[src/tx_test_map.svh]
`ifndef TX_TEST_MAP_SVH
`define TX_TEST_MAP_SVH
// device register addresses on the link
`define A_MAIN       8'h00
`define A_TX_CTRL    8'h01
`define A_MODEM      8'h02
`define A_DAC_OVR    8'h03
`define A_MONITOR    8'h04
`define A_ISTAT      8'h05
`define A_IMASK      8'h06
`define A_TXBUF      8'h07
// command strobe codes, carried on addr while stb is high
`define S_OSC_ON     8'h01
`define S_TX_ON      8'h02
`define S_RF_OFF     8'h03
// field positions
`define BYPASS_BIT   0
`define OSC_BIT      1
`define ACTIVE_BIT   2
`define PWR_MSB      4
`define SEL_MSB      3
`define SEL_LSB      2
`define THR_MSB      4
`define MON_EN_BIT   5
`define MON_OK_BIT   6
`define IRQ_SYNC     0
`define IRQ_DONE     1
`define IRQ_LOW      2
// reset and special values
`define TX_CTRL_RST  16'ha0ff
`define TX_CTRL_FIX  16'ha0e0
`define DAC_CARRIER  16'h1800
`define PREAMBLE_LEN 3'h4
`define PREAMBLE_BYTE 8'h00
`define SFD_BYTE     8'ha7
`define CRC_POLY     16'h8408
`define CRC_FEED     8'hff
`define BUF_FULL     8'h80
// supply monitor threshold terms, millivolts
`define VREF_MV      17'h004e2
`define THR_BASE     17'h00048
`define THR_DIV      17'h0001b
// timing
`define CLK_NS       50
`define BYTE_NS      32000
`define REG_WAIT_NS  100000
`define SETTLE_NS    2000
// host register addresses and control register bits
`define H_TARGET     8'h00
`define H_WRITE      8'h01
`define H_STROBE     8'h02
`define H_READ       8'h03
`define H_RESULT     8'h04
`define H_CTRL       8'h05
`define H_POWER      8'h06
`define H_CLKSRC     8'h07
`define H_ISTAT      8'h08
`define H_IMASK      8'h09
`define REG_BIT      0
`define RST_BIT      1
`define READY_BIT    2
// host status bits
`define HIRQ_READ    0
`define HIRQ_DEV     1
`define HIRQ_RDY     2
`endif

[src/tx_test_pkg.sv]
`default_nettype none
`include "tx_test_map.svh"
package tx_test_pkg;
  typedef logic [7:0]  byte_t;
  typedef logic [15:0] word_t;
  typedef logic [11:0] mv_t;
  typedef enum logic [1:0] {
    TX_IDLE   = 2'b00,
    TX_HEADER = 2'b01,
    TX_DATA   = 2'b10
  } tx_state_e;
  typedef enum logic [1:0] {
    SEL_NORMAL = 2'b00,
    SEL_SPARE  = 2'b01,
    SEL_LOOP   = 2'b10,
    SEL_PRBS   = 2'b11
  } tx_sel_e;
  typedef struct packed {
    word_t                 tx_ctrl;
    logic                  bypass;
    logic                  osc_on;
    tx_sel_e               sel;
    word_t                 dac_ovr;
    logic                  mon_en;
    logic [4:0]            thr;
    logic                  mon_ok;
    logic [2:0]            ist;
    logic [2:0]            imask;
    logic                  irq;
    word_t                 rdata;
    logic [127:0][7:0]     buf_mem;
    logic [6:0]            wptr;
    logic [6:0]            rptr;
    logic [7:0]            fill;
    tx_state_e             state;
    logic [2:0]            hdr;
    logic [15:0]           bcnt;
    word_t                 crc;
    byte_t                 txb;
    logic                  stb;
    logic                  carrier;
    logic                  bias;
    mv_t                   sup_s1;
    mv_t                   sup_s2;
  } dev_s;
  typedef struct packed {
    byte_t                 target;
    logic                  l_wr;
    logic                  l_rd;
    logic                  l_stb;
    logic                  l_rst;
    byte_t                 l_addr;
    word_t                 l_data;
    logic                  pend;
    word_t                 result;
    logic                  reg_en;
    logic                  off_pend;
    logic [2:0]            ist;
    logic [2:0]            imask;
    logic                  irq;
    word_t                 rdata;
    logic                  dirq_d;
    logic                  rdy_d;
    logic [11:0]           wait_cnt;
    logic [7:0]            settle_cnt;
  } host_s;
endpackage
`default_nettype wire

[src/radio_link_if.sv]
`timescale 1ns/1ps
`default_nettype none
interface radio_link_if (
  input wire logic clk
);
  logic        wr_en;
  logic        rd_en;
  logic        stb;
  logic        reset_req;
  logic [7:0]  addr;
  logic [15:0] wdata;
  logic [15:0] rdata;
  logic        regulator_enable_pin;
  logic        irq;
  modport device (
    input  wr_en, rd_en, stb, reset_req, addr, wdata, regulator_enable_pin,
    output rdata, irq
  );
  modport host (
    output wr_en, rd_en, stb, reset_req, addr, wdata, regulator_enable_pin,
    input  rdata, irq
  );
endinterface
`default_nettype wire

[src/rf_test_power_ctrl.sv]
// The implementer's own choices: the placing of the registers and the plain strobed port.
`timescale 1ns/1ps
`default_nettype none
`include "tx_test_map.svh"
module rf_test_power_ctrl #(
  parameter int BYTE_CYCLES = `BYTE_NS / `CLK_NS
) (
  // clock and reset
  input  wire logic               clk,
  input  wire logic               rstn,
  // link to host
  radio_link_if.device            lnk,
  // unregulated supply level, millivolts
  input  wire tx_test_pkg::mv_t   supply_mv,
  // radio controls
  output logic [4:0]              output_power_level,
  output logic                    oscillator_bypass,
  output logic                    osc_enabled,
  output logic                    bias_switch_output,
  output logic                    dac_static,
  output logic                    supply_above_threshold,
  // transmitted byte stream
  output tx_test_pkg::byte_t      tx_byte,
  output logic                    tx_byte_stb
);
  import tx_test_pkg::*;

  if (BYTE_CYCLES < 2 || BYTE_CYCLES > 65536) begin : g_bad_byte_cycles
    $error("BYTE_CYCLES out of range");
  end

  dev_s        q;
  dev_s        n;
  logic        mon_valid;
  logic [16:0] mon_lhs;
  logic [16:0] mon_rhs;
  logic [2:0]  set;
  logic [2:0]  clr;
  logic        fill_inc;
  logic        fill_dec;

  // one crc step over a byte, lsb first
  function automatic word_t crc_step(input word_t c, input byte_t d);
    word_t r;
    r = c;
    for (int i = 0; i < 8; i++) begin
      if (r[0] ^ d[i]) begin
        r = (r >> 1) ^ `CRC_POLY;
      end else begin
        r = r >> 1;
      end
    end
    return r;
  endfunction

  // next state of the whole device
  always_comb begin
    n = q;
    set = 3'h0;
    clr = 3'h0;
    fill_inc = 1'b0;
    fill_dec = 1'b0;
    n.stb = 1'b0;
    n.rdata = 16'h0000;
    n.sup_s1 = supply_mv;
    n.sup_s2 = q.sup_s1;

    // byte timer and transmit sequencer
    if (q.state != TX_IDLE) begin
      if (q.bcnt != 16'h0000) begin
        n.bcnt = q.bcnt - 16'h0001;
      end else begin
        n.bcnt = 16'(BYTE_CYCLES - 1);
        n.stb = 1'b1;
        if (q.state == TX_HEADER) begin
          if (q.hdr != `PREAMBLE_LEN) begin
            n.txb = `PREAMBLE_BYTE;
            n.hdr = q.hdr + 3'h1;
          end else begin
            n.txb = `SFD_BYTE;
            n.state = TX_DATA;
            set[`IRQ_SYNC] = 1'b1;
          end
        end else begin
          case (q.sel)
            SEL_PRBS: begin
              // period of 65534 bits from the crc register
              n.txb = q.crc[7:0];
              n.crc = crc_step(q.crc, `CRC_FEED);
            end
            SEL_LOOP: begin
              // pointer wraps at 128, empty buffer not checked
              n.txb = q.buf_mem[q.rptr];
              n.rptr = q.rptr + 7'h01;
            end
            default: begin
              if (q.fill == 8'h00) begin
                n.stb = 1'b0;
                n.state = TX_IDLE;
                set[`IRQ_DONE] = 1'b1;
              end else begin
                n.txb = q.buf_mem[q.rptr];
                n.rptr = q.rptr + 7'h01;
                fill_dec = 1'b1;
              end
            end
          endcase
        end
      end
    end

    // register writes
    if (lnk.wr_en) begin
      case (lnk.addr)
        `A_MAIN: n.bypass = lnk.wdata[`BYPASS_BIT];
        `A_TX_CTRL: n.tx_ctrl = lnk.wdata;
        `A_MODEM: n.sel = tx_sel_e'(lnk.wdata[`SEL_MSB:`SEL_LSB]);
        `A_DAC_OVR: n.dac_ovr = lnk.wdata;
        `A_MONITOR: begin
          n.mon_en = lnk.wdata[`MON_EN_BIT];
          n.thr = lnk.wdata[`THR_MSB:0];
        end
        `A_ISTAT: clr = lnk.wdata[2:0];
        `A_IMASK: n.imask = lnk.wdata[2:0];
        `A_TXBUF: begin
          // a write into a full buffer is dropped
          if (q.fill != `BUF_FULL) begin
            n.buf_mem[q.wptr] = lnk.wdata[7:0];
            n.wptr = q.wptr + 7'h01;
            fill_inc = 1'b1;
          end
        end
        default: ;
      endcase
    end
    n.fill = q.fill + {7'h00, fill_inc} - {7'h00, fill_dec};

    // register reads, answered in the next cycle
    if (lnk.rd_en) begin
      case (lnk.addr)
        `A_MAIN: begin
          n.rdata[`BYPASS_BIT] = q.bypass;
          n.rdata[`OSC_BIT] = q.osc_on;
          n.rdata[`ACTIVE_BIT] = q.bias;
        end
        `A_TX_CTRL: n.rdata = q.tx_ctrl;
        `A_MODEM: n.rdata[`SEL_MSB:`SEL_LSB] = q.sel;
        `A_DAC_OVR: n.rdata = q.dac_ovr;
        `A_MONITOR: begin
          n.rdata[`THR_MSB:0] = q.thr;
          n.rdata[`MON_EN_BIT] = q.mon_en;
          n.rdata[`MON_OK_BIT] = q.mon_ok;
        end
        `A_ISTAT: n.rdata[2:0] = q.ist;
        `A_IMASK: n.rdata[2:0] = q.imask;
        default: ;
      endcase
    end

    // command strobes
    if (lnk.stb) begin
      case (lnk.addr)
        `S_OSC_ON: n.osc_on = 1'b1;
        `S_TX_ON: begin
          if (q.state == TX_IDLE) begin
            n.state = TX_HEADER;
            n.hdr = 3'h0;
            n.bcnt = 16'h0000;
            n.crc = 16'h0000;
            n.carrier = q.sel[1] && (q.dac_ovr == `DAC_CARRIER);
          end
        end
        `S_RF_OFF: begin
          // a looped buffer is flushed when the test ends
          n.stb = 1'b0;
          n.state = TX_IDLE;
          if (q.sel == SEL_LOOP) begin
            n.rptr = q.wptr;
            n.fill = 8'h00;
          end
        end
        default: ;
      endcase
    end

    // supply monitor compare: supply*27 against 1250*(72-N)
    mon_valid = q.mon_en && lnk.regulator_enable_pin;
    mon_lhs = {5'h00, q.sup_s2} * `THR_DIV;
    mon_rhs = `VREF_MV * (`THR_BASE - {12'h000, q.thr});
    n.mon_ok = mon_valid && (mon_lhs > mon_rhs);
    set[`IRQ_LOW] = q.mon_ok && !n.mon_ok;

    // bias follows transmit state
    n.bias = (n.state != TX_IDLE);
    n.carrier = n.carrier && n.bias;

    // sticky status, set wins over clear
    n.ist = (q.ist & ~clr) | set;
    n.irq = |(n.ist & n.imask);

    // host reset request returns everything to reset
    if (lnk.reset_req) begin
      n = '0;
      n.tx_ctrl = `TX_CTRL_RST;
    end
  end

  // state register
  always_ff @(posedge clk or negedge rstn) begin
    if (!rstn) begin
      q <= '0;
      q.tx_ctrl <= `TX_CTRL_RST;
    end else begin
      q <= n;
    end
  end

  // outputs straight from flops
  assign output_power_level = q.tx_ctrl[`PWR_MSB:0];
  assign oscillator_bypass = q.bypass;
  assign osc_enabled = q.osc_on;
  assign bias_switch_output = q.bias;
  assign dac_static = q.carrier;
  assign supply_above_threshold = q.mon_ok;
  assign tx_byte = q.txb;
  assign tx_byte_stb = q.stb;
  assign lnk.rdata = q.rdata;
  assign lnk.irq = q.irq;
endmodule
`default_nettype wire

[src/flat_wrapper.sv]
// flat-port wrapper written by rule: the top's interface ports become plain ports
module rf_test_power_ctrl_flat import tx_test_pkg::*;
#(
  parameter int BYTE_CYCLES = `BYTE_NS / `CLK_NS
)
  (clk, rstn, supply_mv, output_power_level, oscillator_bypass, osc_enabled, bias_switch_output, dac_static, supply_above_threshold, tx_byte, tx_byte_stb, lnk_wr_en, lnk_rd_en, lnk_stb, lnk_reset_req, lnk_addr, lnk_wdata, lnk_regulator_enable_pin, lnk_rdata, lnk_irq);
  radio_link_if lnk_i (.clk(clk));
  input  wire logic clk;
  input  wire logic rstn;
  input  wire tx_test_pkg::mv_t supply_mv;
  output logic [4:0] output_power_level;
  output logic oscillator_bypass;
  output logic osc_enabled;
  output logic bias_switch_output;
  output logic dac_static;
  output logic supply_above_threshold;
  output tx_test_pkg::byte_t tx_byte;
  output logic tx_byte_stb;
  input wire logic [$bits(lnk_i.wr_en)-1:0] lnk_wr_en;
  input wire logic [$bits(lnk_i.rd_en)-1:0] lnk_rd_en;
  input wire logic [$bits(lnk_i.stb)-1:0] lnk_stb;
  input wire logic [$bits(lnk_i.reset_req)-1:0] lnk_reset_req;
  input wire logic [$bits(lnk_i.addr)-1:0] lnk_addr;
  input wire logic [$bits(lnk_i.wdata)-1:0] lnk_wdata;
  input wire logic [$bits(lnk_i.regulator_enable_pin)-1:0] lnk_regulator_enable_pin;
  output wire logic [$bits(lnk_i.rdata)-1:0] lnk_rdata;
  output wire logic [$bits(lnk_i.irq)-1:0] lnk_irq;
  assign lnk_i.wr_en = lnk_wr_en;
  assign lnk_i.rd_en = lnk_rd_en;
  assign lnk_i.stb = lnk_stb;
  assign lnk_i.reset_req = lnk_reset_req;
  assign lnk_i.addr = lnk_addr;
  assign lnk_i.wdata = lnk_wdata;
  assign lnk_i.regulator_enable_pin = lnk_regulator_enable_pin;
  assign lnk_rdata = lnk_i.rdata;
  assign lnk_irq = lnk_i.irq;
  rf_test_power_ctrl #(.BYTE_CYCLES(BYTE_CYCLES)) u_core (.clk(clk), .rstn(rstn), .lnk(lnk_i), .supply_mv(supply_mv), .output_power_level(output_power_level), .oscillator_bypass(oscillator_bypass), .osc_enabled(osc_enabled), .bias_switch_output(bias_switch_output), .dac_static(dac_static), .supply_above_threshold(supply_above_threshold), .tx_byte(tx_byte), .tx_byte_stb(tx_byte_stb));
endmodule
[config.mk]
export PLATFORM = sky130hd
export DESIGN_NAME = rf_test_power_ctrl_flat
export DESIGN_NICKNAME = d
export VERILOG_FILES = /design/src/tx_test_pkg.sv /design/src/radio_link_if.sv /design/src/rf_test_power_ctrl.sv /design/src/flat_wrapper.sv
export VERILOG_INCLUDE_DIRS = /design/src /design/src/src
export SDC_FILE = /design/constraint.sdc
export NUM_CORES = 2
export LEC_CHECK = 0
export BUFFER_PORTS_ARGS = -buffer_cell sky130_fd_sc_hd__buf_2
export CORE_MARGIN = 10
export CORE_UTILIZATION = 30
export CTS_BUF_LIST = sky130_fd_sc_hd__clkbuf_4
export DETAILED_ROUTE_END_ITERATION = 6
export GPL_TIMING_DRIVEN = 0
export PLACE_DENSITY = 0.43
export SLEW_MARGIN = 20
export SYNTH_ARGS = -nofsm -noshare
export SYNTH_HDL_FRONTEND = slang
export SYNTH_SLANG_ARGS = --single-unit
export TNS_END_PERCENT = 50
[constraint.sdc]
create_clock -name clk -period 6.6 [get_ports clk]
set_input_delay 0.99 -clock clk [delete_from_list [all_inputs] [get_ports clk]]
set_output_delay 0.99 -clock clk [all_outputs]
set_load 0.02 [all_outputs]
=== Word level (Yosys, flattened, before mapping) ===
Cells that the tools add are included.

* Bits in writable memories: 0
* Memories kept: 0
* Latch bits: 0
* Bits in registers: 1184
* Logic and storage cells: 338
* Input port bits: 43
* Output and inout bits: 36
* ROM bits: 0

* Shift-type cells: 0
* Bitwise operators: 12
* Reduce and logical (&&, ||, !) cells: 33
* Equality and inequality tests: 15
* Mux-type cells: 112
* $mul: 2
* Add/sub/neg operators: 7
* Order comparisons: 4
* Divide/modulo/power cells: 0

{| class="wikitable"
|+ Operator list
! cell !! count
|-
| 2-to-1 mux 1031 bit || 3
|-
| 2-to-1 mux 1184 bit || 1
|-
| bitwise mux 1024 bit || 1
|-
| 2-to-1 mux 16 bit || 42
|-
| binary-select mux 8 bit (select 7 bit) || 1
|-
| demux 8 bit (select 7 bit) || 1
|-
| 2-to-1 mux 52 bit || 1
|-
| 2-to-1 mux 46 bit || 1
|-
| 2-to-1 mux 8 bit || 5
|-
| 2-to-1 mux 37 bit || 1
|-
| 2-to-1 mux 35 bit || 1
|-
| equality test 8 x 3 -> 1 bit, second input constant || 4
|-
| 2-to-1 mux 15 bit || 2
|-
| 2-to-1 mux 7 bit || 4
|-
| 2-to-1 mux 25 bit || 1
|-
| 2-to-1 mux 24 bit || 1
|-
| NOT 2 -> 3 bit || 8
|-
| nonzero test 2 bit || 12
|-
| 2-to-1 mux 1 bit || 21
|-
| 2-to-1 mux 3 bit || 6
|-
| case mux 9 bit (2 select lines) || 1
|-
| greater-than comparator 17 bit || 1
|-
| multiplier 10 x 17 -> 16 bit, first input constant || 1
|-
| multiplier 12 x 5 -> 17 bit, second input constant || 1
|-
| other kinds (40) || 64
|}

=== Logic depth before layout (Yosys ltp) ===
* Depth in word-level cells: 54
* Mapped depth: 27
* Depth with buffers taken out: 27

=== Worst setup path after synthesis ===
No wires, ideal clock.

* Kind: reg2reg
* Start point: register u_core.q[1142] (netlist bit)
* End point: register u_core.q[1140] (netlist bit)
* Path slack: 1.191 ns
* Data required time: 6.522 ns
* Buffers on the path: 0
* Cell stages (with the launch flop): 27
* Library setup time: 0.078 ns
* Arrival time: 5.331 ns
* Clock period less this slack: 5.409 ns
* Cells stage by stage: dfrtp_1 > inv_1 > ha_1 > nand2b_1 > nand2_1 > xnor2_1 > inv_1 > fa_1 > inv_1 > ha_1 > fa_1 > ha_1 > ha_1 > ha_1 > o21a_1 > o21ai_0 > a21boi_0 > o21ai_0 > o21ai_0 > ha_1 > a21o_1 > a21o_1 > a21oi_1 > nand3_1 > a21oi_1 > o21ai_0 > a21oi_1

{| class="wikitable"
|+ RTL lines
! item !! line !! source
|-
| start, declared || rf_test_power_ctrl.sv:32 || <nowiki>dev_s q;</nowiki>
|-
| start signal, assigned || rf_test_power_ctrl.sv:214 || <nowiki>q <= n;</nowiki>
|}

==> results.txt <==
In this run the worst hold path is classified as in -> reg. For the total CTS buffers, the log shows 369. After synthesis, the mean cell area works out to 9.43 um2. The endpoint identified for the worst register-to-register timing path is u_core.q[1140]$_DFF_PN0_. The clock tree buffer depth was 4; the final number of hold-violating endpoints was 0. Synthesis produced a netlist whose cell count is 6559.

Summed over all nets, the half-perimeter wirelength after detailed placement is 229 mm. The tools report the number of antenna violations at the first check in global routing as 28. The synthesized design contains 0 enable-type register cells. The minimum clock period after layout is 6.20 ns. Startpoint of the tightest hold check path: lnk_wdata[6]. The tools report the global placement routability congestion as 0.997. The arrival time at the worst endpoint came out at 7.46 ns. TritonCTS built the clock tree.

For the worst setup path, the data required time is 7.86 ns. The tools report the number of levels the H-tree was split into as 5. The worst setup path is launched from a flop. The run finished with clean final reports. In the global route stage, overall resource usage came out at 27.6%.

Overall die height: 474 um. Number of setup violations in the final report: 0. Root cell of the clock tree: sky130_fd_sc_hd__clkbuf_4.

The width of the chip was 474 um. In this run the standard cell core region covers 205000 um2. Dividing the detail-routed via count by the number of cells gives 5.79. The number of cells on the worst hold path works out to 3.

Summed over all cells, the static leakage comes to 28.2 nW. In this run the biggest area consumer among cell types represents 47.5% of the synthesized area. In the post-synthesis netlist, the biggest area contributors are sky130_fd_sc_hd__dfrtp_1 (48%), sky130_fd_sc_hd__a21oi_1 (8.4%), sky130_fd_sc_hd__nand2_1 (6.6%), sky130_fd_sc_hd__mux2i_1 (5.9%), sky130_fd_sc_hd__mux4_2 (5.6%). 79 I/O pins were placed.

During synthesis, Yosys emitted a total of 0 warnings. Clock skew on the completed layout was measured at 0.126 ns. The worst pin sits at a relative slew slack of 10.8%. The worst register-to-register path begins at u_core.q[1143]$_DFFE_PN0P_. After clock tree synthesis, the clock-pin slew on the worst setup and hold paths is 0.07 ns.

Mapped cell area: 61800 um2. After detailed routing, the number of remaining DRC violations is 0. Timing would allow up to 161 MHz. The biggest fanout along the worst timing path was 6; the number of different library cells in the post-synthesis netlist was 79.

For hold timing, the worst endpoint is u_core.q[876]$_DFFE_PN0P_. Port buffering added 70 buffers. For the number of detailed-route iterations in the first pass, the log shows 6.

The register area share after synthesis came out at 47.9%. The kind of cell with the highest combined delay along the critical path is adder cells. The tools report the clock network latency to the later pin of the worst-skew pair as 1.42 ns.

In this run the remaining antenna-violating nets after routing total 0. Setup repair after global routing left no endpoint under its margin. The initial core utilization was 30.2%; the starting DRC count in detailed routing was 6827. For the first-pass GRT wire length, the log shows 444 mm. The setup slack on the worst flop-to-flop path is 0.40 ns, and the logic depth of the worst setup path including buffers is 26. For the post-synth net total, the log shows 6735. The final cycle utilization of the critical path was 93.9%. Among all flip-flop cells after synthesis, the most frequent one is sky130_fd_sc_hd__dfrtp_1.

Max-slew violation total from the final report: 0. After floorplanning, the core was divided into 166 placement rows. Dominant cell type by area after synthesis: sky130_fd_sc_hd__dfrtp_1. On the final layout, the worst hold slack is 0.0501 ns. Excluding fillers, the count of instances in the completed layout stands at 9958. Dividing total power by cell area gives a power density of 215 nW/um2. The buffer and inverter count on the worst path is 3, and the reported max-cap violation count is 0. In this design, the stage delay of the slowest critical-path cell is 0.53 ns.

VDD sags by at most 0.191 mV. Via count of the first global-routing pass: 55800. Entering global routing, the biggest net connects 122 pins.

The total vias in the final route was 57700. The cell that appears most often on the critical path is sky130_fd_sc_hd__ha_1. The floorplan step defined a die boundary enclosing 225000 um2.

The final layout contains routed wiring with a total length of 319 mm. For this run the aggregate overflow at the end of global routing stands at 0. The post-detailed-route wirelength per cell was 32.1 um. Summed over all failing endpoints, the final setup total negative slack is 0 ns.

CTS saw 1184 sinks. The count of state elements after synthesis was 1184; the final net count was 7241. Critical path class: reg -> reg.

The slowest stage of the critical path belongs to the cell sky130_fd_sc_hd__fa_1. The share of synthesized registers carrying an async set or reset works out to 100%. The worst setup path is captured at a flop. For the count of filler cells inserted in the layout, the log shows 21500. The number of placed instances, taps included, is 9350.

The fraction of final layout cells with drive strength greater than 1 was 14.8%. For the pin with the worst max-slew slack, the measured transition is 1.34 ns. Counting cells, the worst reg-to-reg path comes to 26. Leaving out fill and tap cells, the most frequent cells in the layout are sky130_fd_sc_hd__dfrtp_1 (1172), sky130_fd_sc_hd__nand2_1 (1085), sky130_fd_sc_hd__a21oi_1 (1036). Leaving out fill and tap cells, the most frequent cell in the layout is sky130_fd_sc_hd__dfrtp_1.

The layout overhead on the synthesized area works out to 14.8%.
-- worst min-delay path: stages --
cell,delay [ns]
sky130_fd_sc_hd__clkbuf_1,0.24
sky130_fd_sc_hd__nand3_1,0.14
sky130_fd_sc_hd__a21oi_1,0.07
-- worst max path at each step --
stage	from	endpoint	slack, ns
floorplan	u_core.q[1142]$_DFFE_PN0P_	u_core.q[1140]$_DFF_PN0_	1.19
global placement	rstn	u_core.q[434]$_DFFE_PN0P_	-24.07
detailed placement	u_core.q[1142]$_DFFE_PN0P_	u_core.lnk.irq$_DFF_PN0_	0.06
CTS	u_core.q[1142]$_DFFE_PN0P_	u_core.q[1140]$_DFF_PN0_	0.02
global route	u_core.q[1143]$_DFFE_PN0P_	u_core.q[1140]$_DFF_PN0_	0.005
finish	u_core.q[1143]$_DFFE_PN0P_	u_core.q[1140]$_DFF_PN0_	0.40
-- report_power, final --
part           switching [mW]  internal (mW)  total, mW
clock network            3.55           3.62       7.16
registers             0.00651           7.27       7.27
logic                   0.685          0.162      0.846
-- state kept, by name, indices dropped and copies added (netlist names) --
signal                         cells
u_core.q                        1148
u_core.lnk.rdata                  16
u_core.tx_byte                     8
u_core.output_power_level          5
u_core.bias_switch_output          1
u_core.dac_static                  1
u_core.lnk.irq                     1
u_core.osc_enabled                 1
u_core.oscillator_bypass           1
u_core.supply_above_threshold      1
u_core.tx_byte_stb                 1
-- what timing repair did --
action / CTS / global route
endpoints found under the hold margin: 181 / 0
pin swaps: 0 / 1
gates resized for setup: 1 / 7
setup buffers: 0 / 4
hold buffers: 27 / 0
setup endpoints to repair: 2 / 3
-- layer usage --
layer	track usage, %	vias to the layer above	wire [um]
li1	-	24300	-
met1	37.3	29500	134000
met2	40.5	3073	136000
met3	6.42	800	28600
met4	15.4	16	20600
met5	0	-	103
-- synthesized netlist by cell type, types with 34 or more instances --
master and n:
sky130_fd_sc_hd__a21oi_1 1038, sky130_fd_sc_hd__o21ai_0 581, sky130_fd_sc_hd__o22ai_1 49, sky130_fd_sc_hd__nor2b_1 42, sky130_fd_sc_hd__buf_4 63, sky130_fd_sc_hd__dfrtp_1 1174
sky130_fd_sc_hd__mux4_2 153, sky130_fd_sc_hd__ha_1 107, sky130_fd_sc_hd__o221ai_1 109, sky130_fd_sc_hd__nor3_1 74, sky130_fd_sc_hd__nor2_4 46, sky130_fd_sc_hd__nand3_1 388
sky130_fd_sc_hd__xnor2_1 53, sky130_fd_sc_hd__inv_1 100, sky130_fd_sc_hd__clkbuf_1 474, sky130_fd_sc_hd__buf_1 34, sky130_fd_sc_hd__buf_2 49, sky130_fd_sc_hd__nor2_1 249
sky130_fd_sc_hd__mux2i_1 364, sky130_fd_sc_hd__nand2_1 1085
-- cell families (layout without fill, tap and decap cells) --
| group | after synthesis | count (layout) | share of synthesized area [%] |
|---|---|---|---|
| mux | 517 | 517 | 11.5 |
| xor+xnor | 71 | 71 | 1.01 |
| simple gates | 2037 | 2037 | 15.1 |
| compound gates | 1890 | 1890 | 16.6 |
| fa+ha+maj | 133 | 133 | 3.01 |
| buf+inv | 727 | 1429 | 4.95 |
| flops | 1184 | 1184 | 47.9 |
| other cells | 0 | 9 | 0 |
-- final cells by class --
| cell class | instances | area (um2) | area share (%) |
|---|---|---|---|
| diodes | 9 | 22.5 | 0.0317 |
| inverters | 103 | 388 | 0.547 |
| repair buffers | 135 | 1450 | 2.05 |
| clock buffers | 512 | 3840 | 5.42 |
| flip-flops and latches | 1184 | 29600 | 41.8 |
| well taps | 2688 | 3360 | 4.74 |
| plain buffers | 624 | 2750 | 3.88 |
| clock inverters | 55 | 292 | 0.411 |
| multi-input cells | 4648 | 29200 | 41.2 |
-- through the flow --
step | util, % | total power, mW | instance area [um2] | worst slack, ns
after detailed placement | 32.5 | 8.23 | 66500 | 0.0608
after floorplan | - | 7.71 | 61800 | 1.19
final | 34.6 | 15.3 | 71000 | 0.401
after global placement | 32.0 | 8.20 | 65500 | -24.07
after CTS | 34.6 | 15.4 | 70900 | 0.0211
after global routing | 34.6 | 15.8 | 71000 | 0.00480
Note: power is estimated with default switching activity, not from simulation.
